File: src/core/sync_mode_pkg.sv
// Constants for the chip sync and path mode control registers.
package sync_mode_pkg;
	localparam int ADDR_W = 15;
	localparam int DATA_W = 8;
	localparam logic [ADDR_W-1:0] SYNC_MODE_OFS = 15'h01FF;
	localparam logic [ADDR_W-1:0] PATH_MODE_OFS = 15'h0200;
	localparam logic [ADDR_W-1:0] DECIM_OFS = 15'h0201;
	localparam int SYNC_MODE_BIT = 0;
	localparam int Q_IGNORE_BIT = 5;
	localparam int PATH_RSVD_LSB = 6;
	localparam int PATH_RSVD_W = 2;
	localparam int APP_MODE_LSB = 0;
	localparam int APP_MODE_W = 4;
	localparam int DECIM_LSB = 0;
	localparam int DECIM_W = 4;
	localparam logic SYNC_MODE_RST = 1'h0;
	localparam logic Q_IGNORE_RST = 1'h0;
	localparam logic [1:0] PATH_RSVD_RST = 2'h0;
	localparam logic [3:0] APP_MODE_RST = 4'h0;
	localparam logic [3:0] DECIM_RST = 4'h0;
	localparam logic SYNC_DIVIDER_RESET = 1'h0;
	localparam logic SYNC_TIMESTAMP = 1'h1;
	localparam logic [3:0] APP_FULL_BW = 4'h0;
	localparam logic [3:0] APP_ONE_DDC = 4'h1;
	localparam logic [3:0] APP_TWO_DDC = 4'h2;
	localparam logic [3:0] APP_FOUR_DDC = 4'h3;
	localparam int DIV_RATIO_DEF = 4;
	localparam int SAMPLE_W_DEF = 14;
endpackage

File: src/core/sysref_evt_if.sv
// Carries captured timing reference events between capture and control logic.
interface sysref_evt_if;
	logic event_pulse;
	logic level;
	modport src (output event_pulse, output level);
	modport dst (input event_pulse, input level);
endinterface

File: src/core/chip_sync_mode_ctrl.sv
// Sync mode and path mode registers with the logic they steer.
module chip_sync_mode_ctrl #(
	parameter int DIV_RATIO = sync_mode_pkg::DIV_RATIO_DEF,
	parameter int SAMPLE_W = sync_mode_pkg::SAMPLE_W_DEF
) (
	input wire logic clk_i,
	input wire logic reset_i,
	input wire logic [sync_mode_pkg::ADDR_W-1:0] reg_addr_i,
	input wire logic [sync_mode_pkg::DATA_W-1:0] reg_wdata_i,
	input wire logic reg_wr_i,
	input wire logic reg_rd_i,
	output logic [sync_mode_pkg::DATA_W-1:0] reg_rdata_o,
	output logic reg_rvalid_o,
	input wire logic sysref_i,
	output logic div_reset_o,
	output logic [7:0] div_phase_o,
	output logic link_down_o,
	output logic monitor_reset_o,
	input wire logic sample_valid_i,
	input wire logic [SAMPLE_W-1:0] sample_i_i,
	input wire logic [SAMPLE_W-1:0] sample_q_i,
	output logic word_valid_o,
	output logic [SAMPLE_W-1:0] word_i_o,
	output logic [SAMPLE_W-1:0] word_q_o,
	output logic word_q_valid_o,
	output logic word_sysref_mark_o,
	output logic full_bw_o,
	output logic [3:0] ddc_enable_o,
	output logic [sync_mode_pkg::DECIM_W-1:0] decim_ratio_o
);
	localparam logic [7:0] DIV_LAST = 8'(DIV_RATIO - 1);

	logic sync_mode_ff;
	logic q_ignore_ff;
	logic [1:0] path_rsvd_ff;
	logic [3:0] app_mode_ff;
	logic [3:0] decim_ff;
	logic [7:0] rdata_ff;
	logic rvalid_ff;
	logic [7:0] div_cnt_ff;
	logic div_reset_ff;
	logic link_down_ff;
	logic monitor_reset_ff;
	logic mark_pending_ff;
	logic word_valid_ff;
	logic [SAMPLE_W-1:0] word_i_ff;
	logic [SAMPLE_W-1:0] word_q_ff;
	logic word_q_valid_ff;
	logic word_mark_ff;
	logic [3:0] ddc_en_ff;
	logic full_bw_ff;
	logic sync_event;
	logic ts_event;
	logic [7:0] nxt_div_cnt;
	logic [7:0] nxt_rdata;

	sysref_evt_if evt_if ();

	sysref_capture u_capture (
		.clk_i(clk_i),
		.reset_i(reset_i),
		.sysref_i(sysref_i),
		.evt(evt_if.src)
	);

	// Decode of the path field into DDC enables; undefined codes fall back to full bandwidth
	function automatic logic [3:0] ddc_decode(input logic [3:0] mode);
		logic [3:0] en;
		en = 4'h0;
		unique case (mode)
			sync_mode_pkg::APP_ONE_DDC: en = 4'h1;
			sync_mode_pkg::APP_TWO_DDC: en = 4'h3;
			sync_mode_pkg::APP_FOUR_DDC: en = 4'hF;
			default: en = 4'h0;
		endcase
		return en;
	endfunction

	// ******************************
	// Register writes
	// ******************************
	always_ff @(posedge clk_i or posedge reset_i) begin
		if (reset_i) begin
			sync_mode_ff <= sync_mode_pkg::SYNC_MODE_RST;
			q_ignore_ff <= sync_mode_pkg::Q_IGNORE_RST;
			path_rsvd_ff <= sync_mode_pkg::PATH_RSVD_RST;
			app_mode_ff <= sync_mode_pkg::APP_MODE_RST;
			decim_ff <= sync_mode_pkg::DECIM_RST;
		end else if (reg_wr_i) begin
			unique case (reg_addr_i)
				sync_mode_pkg::SYNC_MODE_OFS: begin
					// Bits 7:1 are read-only and ignored
					sync_mode_ff <= reg_wdata_i[sync_mode_pkg::SYNC_MODE_BIT];
				end
				sync_mode_pkg::PATH_MODE_OFS: begin
					path_rsvd_ff <= reg_wdata_i[sync_mode_pkg::PATH_RSVD_LSB +:
						sync_mode_pkg::PATH_RSVD_W];
					q_ignore_ff <= reg_wdata_i[sync_mode_pkg::Q_IGNORE_BIT];
					app_mode_ff <= reg_wdata_i[sync_mode_pkg::APP_MODE_LSB +:
						sync_mode_pkg::APP_MODE_W];
				end
				sync_mode_pkg::DECIM_OFS: begin
					decim_ff <= reg_wdata_i[sync_mode_pkg::DECIM_LSB +: sync_mode_pkg::DECIM_W];
				end
				default: begin
				end
			endcase
		end
	end

	// ******************************
	// Register reads
	// ******************************
	always_comb begin
		nxt_rdata = 8'h00;
		unique case (reg_addr_i)
			sync_mode_pkg::SYNC_MODE_OFS: nxt_rdata[sync_mode_pkg::SYNC_MODE_BIT] = sync_mode_ff;
			sync_mode_pkg::PATH_MODE_OFS: begin
				nxt_rdata[sync_mode_pkg::PATH_RSVD_LSB +: sync_mode_pkg::PATH_RSVD_W] = path_rsvd_ff;
				nxt_rdata[sync_mode_pkg::Q_IGNORE_BIT] = q_ignore_ff;
				nxt_rdata[sync_mode_pkg::APP_MODE_LSB +: sync_mode_pkg::APP_MODE_W] = app_mode_ff;
			end
			sync_mode_pkg::DECIM_OFS: begin
				nxt_rdata[sync_mode_pkg::DECIM_LSB +: sync_mode_pkg::DECIM_W] = decim_ff;
			end
			default: nxt_rdata = 8'h00;
		endcase
	end

	always_ff @(posedge clk_i or posedge reset_i) begin
		if (reset_i) begin
			rdata_ff <= 8'h00;
			rvalid_ff <= 1'h0;
		end else begin
			rvalid_ff <= reg_rd_i;
			if (reg_rd_i) begin
				rdata_ff <= nxt_rdata;
			end
		end
	end

	// ******************************
	// Event qualification by mode
	// ******************************
	assign sync_event = evt_if.event_pulse & (sync_mode_ff == sync_mode_pkg::SYNC_DIVIDER_RESET);
	assign ts_event = evt_if.event_pulse & (sync_mode_ff == sync_mode_pkg::SYNC_TIMESTAMP);

	// ******************************
	// Internal clock divider
	// ******************************
	always_comb begin
		nxt_div_cnt = (div_cnt_ff == DIV_LAST) ? 8'h00 : div_cnt_ff + 8'h01;
		if (sync_event) begin
			nxt_div_cnt = 8'h00;
		end
	end

	always_ff @(posedge clk_i or posedge reset_i) begin
		if (reset_i) begin
			div_cnt_ff <= 8'h00;
		end else begin
			// Timestamp events do not enter the divider path
			div_cnt_ff <= nxt_div_cnt;
		end
	end

	// ******************************
	// Link and monitor resets
	// ******************************
	always_ff @(posedge clk_i or posedge reset_i) begin
		if (reset_i) begin
			div_reset_ff <= 1'h0;
			link_down_ff <= 1'h0;
			monitor_reset_ff <= 1'h0;
		end else begin
			div_reset_ff <= sync_event;
			// Phase changes only if the divider was not about to wrap anyway
			link_down_ff <= sync_event & (div_cnt_ff != DIV_LAST);
			monitor_reset_ff <= sync_event;
		end
	end

	// ******************************
	// Sample path with timestamp mark
	// ******************************
	always_ff @(posedge clk_i or posedge reset_i) begin
		if (reset_i) begin
			mark_pending_ff <= 1'h0;
		end else if (ts_event) begin
			// A new event stays pending only when no sample arrives in the same cycle
			mark_pending_ff <= ~sample_valid_i;
		end else if (sample_valid_i) begin
			mark_pending_ff <= 1'h0;
		end
	end

	always_ff @(posedge clk_i or posedge reset_i) begin
		if (reset_i) begin
			word_valid_ff <= 1'h0;
			word_i_ff <= '0;
			word_q_ff <= '0;
			word_q_valid_ff <= 1'h0;
			word_mark_ff <= 1'h0;
		end else begin
			word_valid_ff <= sample_valid_i;
			if (sample_valid_i) begin
				word_i_ff <= sample_i_i;
				word_q_ff <= q_ignore_ff ? '0 : sample_q_i;
				word_q_valid_ff <= ~q_ignore_ff;
				word_mark_ff <= ts_event | mark_pending_ff;
			end
		end
	end

	// ******************************
	// Path configuration decode
	// ******************************
	always_ff @(posedge clk_i or posedge reset_i) begin
		if (reset_i) begin
			ddc_en_ff <= 4'h0;
			full_bw_ff <= 1'h1;
		end else begin
			ddc_en_ff <= ddc_decode(app_mode_ff);
			full_bw_ff <= (ddc_decode(app_mode_ff) == 4'h0);
		end
	end

	assign reg_rdata_o = rdata_ff;
	assign reg_rvalid_o = rvalid_ff;
	assign div_reset_o = div_reset_ff;
	assign div_phase_o = div_cnt_ff;
	assign link_down_o = link_down_ff;
	assign monitor_reset_o = monitor_reset_ff;
	assign word_valid_o = word_valid_ff;
	assign word_i_o = word_i_ff;
	assign word_q_o = word_q_ff;
	assign word_q_valid_o = word_q_valid_ff;
	assign word_sysref_mark_o = word_mark_ff;
	assign full_bw_o = full_bw_ff;
	assign ddc_enable_o = ddc_en_ff;
	assign decim_ratio_o = decim_ff;
endmodule

File: src/core/sysref_capture.sv
// Synchronises the timing reference pin and turns its rising edge into a pulse.
module sysref_capture (
	input wire logic clk_i,
	input wire logic reset_i,
	input wire logic sysref_i,
	sysref_evt_if.src evt
);
	logic sync1_ff;
	logic sync2_ff;
	logic prev_ff;
	logic pulse_ff;

	// ******************************
	// Two stage synchroniser
	// ******************************
	always_ff @(posedge clk_i or posedge reset_i) begin
		if (reset_i) begin
			sync1_ff <= 1'h0;
			sync2_ff <= 1'h0;
		end else begin
			sync1_ff <= sysref_i;
			sync2_ff <= sync1_ff;
		end
	end

	// ******************************
	// Rising edge detect
	// ******************************
	always_ff @(posedge clk_i or posedge reset_i) begin
		if (reset_i) begin
			prev_ff <= 1'h0;
			pulse_ff <= 1'h0;
		end else begin
			prev_ff <= sync2_ff;
			pulse_ff <= sync2_ff & ~prev_ff;
		end
	end

	assign evt.event_pulse = pulse_ff;
	assign evt.level = prev_ff;
endmodule

File: config.mk
export PLATFORM = sky130hd
export DESIGN_NAME = chip_sync_mode_ctrl
export DESIGN_NICKNAME = d
export VERILOG_FILES = /design/src/core/sync_mode_pkg.sv /design/src/core/sysref_evt_if.sv /design/src/core/chip_sync_mode_ctrl.sv /design/src/core/sysref_capture.sv
export SDC_FILE = /design/constraint.sdc
export NUM_CORES = 1
export LEC_CHECK = 0
export BUFFER_PORTS_ARGS = -buffer_cell sky130_fd_sc_hd__buf_4
export CAP_MARGIN = 20
export CELL_PAD_IN_SITES_DETAIL_PLACEMENT = 0
export CELL_PAD_IN_SITES_GLOBAL_PLACEMENT = 1
export CORE_UTILIZATION = 36
export DETAILED_ROUTE_END_ITERATION = 12
export GPL_ROUTABILITY_DRIVEN = 0
export PLACE_DENSITY = 0.75
export SETUP_SLACK_MARGIN = 0.5
export SLEW_MARGIN = 20
export SYNTH_ARGS = -nofsm -noshare
export SYNTH_HDL_FRONTEND = slang
export SYNTH_HIERARCHICAL = 1
export SYNTH_SLANG_ARGS = --single-unit
File: constraint.sdc
create_clock -name clk_i -period 2.5 [get_ports clk_i]
set_input_delay 0.5 -clock clk_i [delete_from_list [all_inputs] [get_ports clk_i]]
set_output_delay 0.5 -clock clk_i [all_outputs]
set_load 0.02 [all_outputs]
==> results by group <==
Finish
  • Final net count: 373
  • Antenna Cells: 0
  • Share of cells above drive strength 1: 0.506
  • Synth-to-Final Area Change: 45.6%
  • Final core utilization: 0.542

Status
  • Outcome: finished, final reports clean

Yosys
  • Mean Syn Cell Area: 13.8 sq um
  • Post-Syn Instances: 195
  • Post-synth top area share: 0.640
  • Distinct cell type count after synthesis: 37
  • Net Count, Synth: 253
  • Leading area contributor after synthesis: dfrtp_1
  • Most instantiated cells after synthesis: dfrtp_1, mux2_2, a22o_1, nor2_1, nand3_1
  • Post-synth EDFFs: 0
  • Async S/R FF share, synth: 1.00
  • Ranking of synthesized cells by area: dfrtp_1, mux2_2, a22o_1
  • Commonest register cell after synthesis: dfrtp_1
  • Yosys warnings: 6
  • Cell Area, Synth: 2700 sq um
  • Yosys reg bits: 70
  • Count leader, synth: dfrtp_1
  • Sequential area share after synthesis: 0.650

Worst hold path
  • Hold crit path type: in -> async

Clock network
  • H-tree depth: 3
  • Max clock buf depth: 2
  • CTS clk-pin slew, worst paths: 0.07 ns
  • CTS tree: built
  • Clock Sinks: 70
  • # Post-CTS Setup Buffers: 0
  • Clock Latency Late Sink: 0.33 ns
  • CTS root buf: clkbuf_8
  • Total CTS buffers: 9

Global routing
  • Vias in the first global route: 1981
  • Largest net degree at the start of global routing: 67
  • Total grt overflow: 0
  • Overall Global Routing Usage: 0.167
  • First-pass GRT wire length: 9630 um
  • Initial antenna violation count: 0

Pwr
  • PwrDens: 711 nW/um^2
  • Clock power frac: 0.372
  • Switching Fraction: 0.250
  • Reg power frac: 0.459
  • Int Pwr: 2.09 mW
  • Switching power: 0.698 mW
  • Logic gate share of total power: 0.169
  • Leak: 2.00 nW
  • VDD IR-drop max: 0.274 mV

Critical path
  • CP startpoint kind: primary input
  • R2R setup slack: 0.66 ns
  • Setup CP Type: in -> reg
  • Critical Path RT: 2.71 ns
  • Crit path DAT: 2.13 ns
  • Nature of the critical path endpoint: flip-flop
  • Maximum fanout along the worst path: 4

Timing
  • Worst Skew: 0.00865 ns
  • Setup WS post-layout: 0.583 ns
  • Final hold viol count: 0
  • Worst-Margin Slew: 0.960 ns
  • TNS Setup: 0 ns
  • RSZ-0062 raised after global routing: no
  • Fmax: 522 MHz
  • Final setup fails: 0
  • Fin crit share: 0.767
  • Minimum clock period: 1.92 ns
  • Rel. slew slack: 0.358
  • Fin. max-slew vios: 0

Die
  • Initial Util: 0.372
  • Die height: 88.6 um
  • Core area: 7250 sq um
  • Ports: 117
  • FP Rows: 31
  • Die X: 88.6 um
  • Die area: 7850 sq um

Job
  • Max Cap Viol: 0

Placement
  • DP HPWL: 4240 um
  • PortBufs: 114
  • Pre-CTS WS: 0.238 ns

Drt
  • Drt pass-1 iters: 4
  • Routed len/inst: 13.9 um
  • DR vias: 1968
  • Total wire length: 5810 um
  • DRT iter0 DRCs: 38
  • Post-route DRC: 0
  • Vias per inst: 4.70
  • Final ANT Viol Nets: 0
## cells by family after synthesis
| logic type | share of synthesized area |
|---|---|
| AO/OA/AOI/OAI | 0.0765 |
| flip-flops | 0.650 |
| XOR/XNOR | 0.0195 |
| adder cells (fa/ha/maj) | 0.00464 |
| multiplexers | 0.123 |
| buffers and inverters | 0.0292 |
| AND/OR/NAND/NOR | 0.0960 |
| other | 0.00139 |
## through the flow
step / cells / power (mW) / hold WS, ns / instance area, sq um
after global placement: 403 / 1.77 / 0.331 / 3690
final: 419 / 2.79 / 0.0686 / 3930
after global routing: 419 / 2.94 / 0.0559 / 3930
after CTS: 419 / 2.82 / 0.0569 / 3920
after detailed placement: 403 / 1.78 / 0.343 / 3690
after floorplan: 195 / 1.54 / 0.266 / 2710
## layout make-up
| class | count | area (sq um) |
|---|---|---|
| Clock buffer | 13 | 169 |
| Clock inverter | 3 | 65.1 |
| Fill cell | 657 | 3320 |
| Inverter | 7 | 30.0 |
| Multi-Input combinational cell | 108 | 880 |
| Sequential cell | 70 | 1760 |
| Tap cell | 99 | 124 |
| Timing Repair Buffer | 119 | 906 |
## critical path, stage by stage
cell      delay [ns]
buf_4           0.11
or4_4           0.52
and4bb_1        0.34
and3b_1         0.20
buf_4           0.15
mux2_1          0.31
## path summary, 6_finish.rpt
path / start / to / cells after the start
max: reg_addr_i[10] / app_mode_ff[2] / 6
min: reset_i / u_capture/sync1_ff / 2
max reg2reg: div_phase_o[0] / div_phase_o[4] / 5
min reg2reg: u_capture/sync1_ff / u_capture/sync2_ff / 0
max in group asynchronous: reset_i / full_bw_o / 3
min in group clk_i: sysref_i / u_capture/sync1_ff / 1
## cells in the final DEF (no fill, tap or decap), types with 2 or more instances in the layout
cell | synthesis | final
a21oi_1 | 2 | 2
a22o_1 | 17 | 17
and2_1 | 2 | 2
and3_1 | 3 | 3
buf_4 | 4 | 118
bufinv_16 | 0 | 2
clkbuf_8 | 0 | 12
dfrtp_1 | 69 | 67
dfrtp_2 | 0 | 2
inv_1 | 7 | 6
mux2_1 | 7 | 7
mux2_2 | 19 | 19
mux2i_1 | 4 | 4
nand2_1 | 2 | 2
nand3_1 | 8 | 8
nand4_1 | 2 | 2
nor2_1 | 13 | 13
nor3_1 | 2 | 2
nor4_1 | 3 | 2
o2bb2ai_1 | 3 | 3
xor2_1 | 5 | 5
## state kept, by name (all words and copies together), names as in the netlist, 2 cells and up
| register | flops |
|---|---|
| reg_rdata_o | 7 |
| decim_ratio_o | 4 |
| word_i_o | 14 |
| word_q_o | 14 |
| div_phase_o | 8 |
| path_rsvd_ff | 2 |
| app_mode_ff | 4 |
| ddc_enable_o | 3 |
## layer usage
metal  global-route usage  routed length [um]  vias up
li1                     -                   -      932
met5                    0                   0        -
met2                0.260                2820       70
met4               0.0880                  93        0
met3               0.0364                 298        6
met1                0.218                2590      960
## timing repair
item / 4_1_cts / 5_1_grt
hold buffers: 0 / 0
endpoints found under the setup margin: 0 / 7
resized for setup: 0 / 2
## power by group through the flow
stage	Sequential, mW	Clock [mW]	Combinational, mW
2_1_floorplan	1.39	0	0.152
3_3_place_gp	1.30	0	0.470
3_5_place_dp	1.30	0	0.472
4_1_cts	1.28	1.07	0.476
5_1_grt	1.30	1.12	0.522
6_report	1.28	1.04	0.471
(Power assumes the default switching activity.)
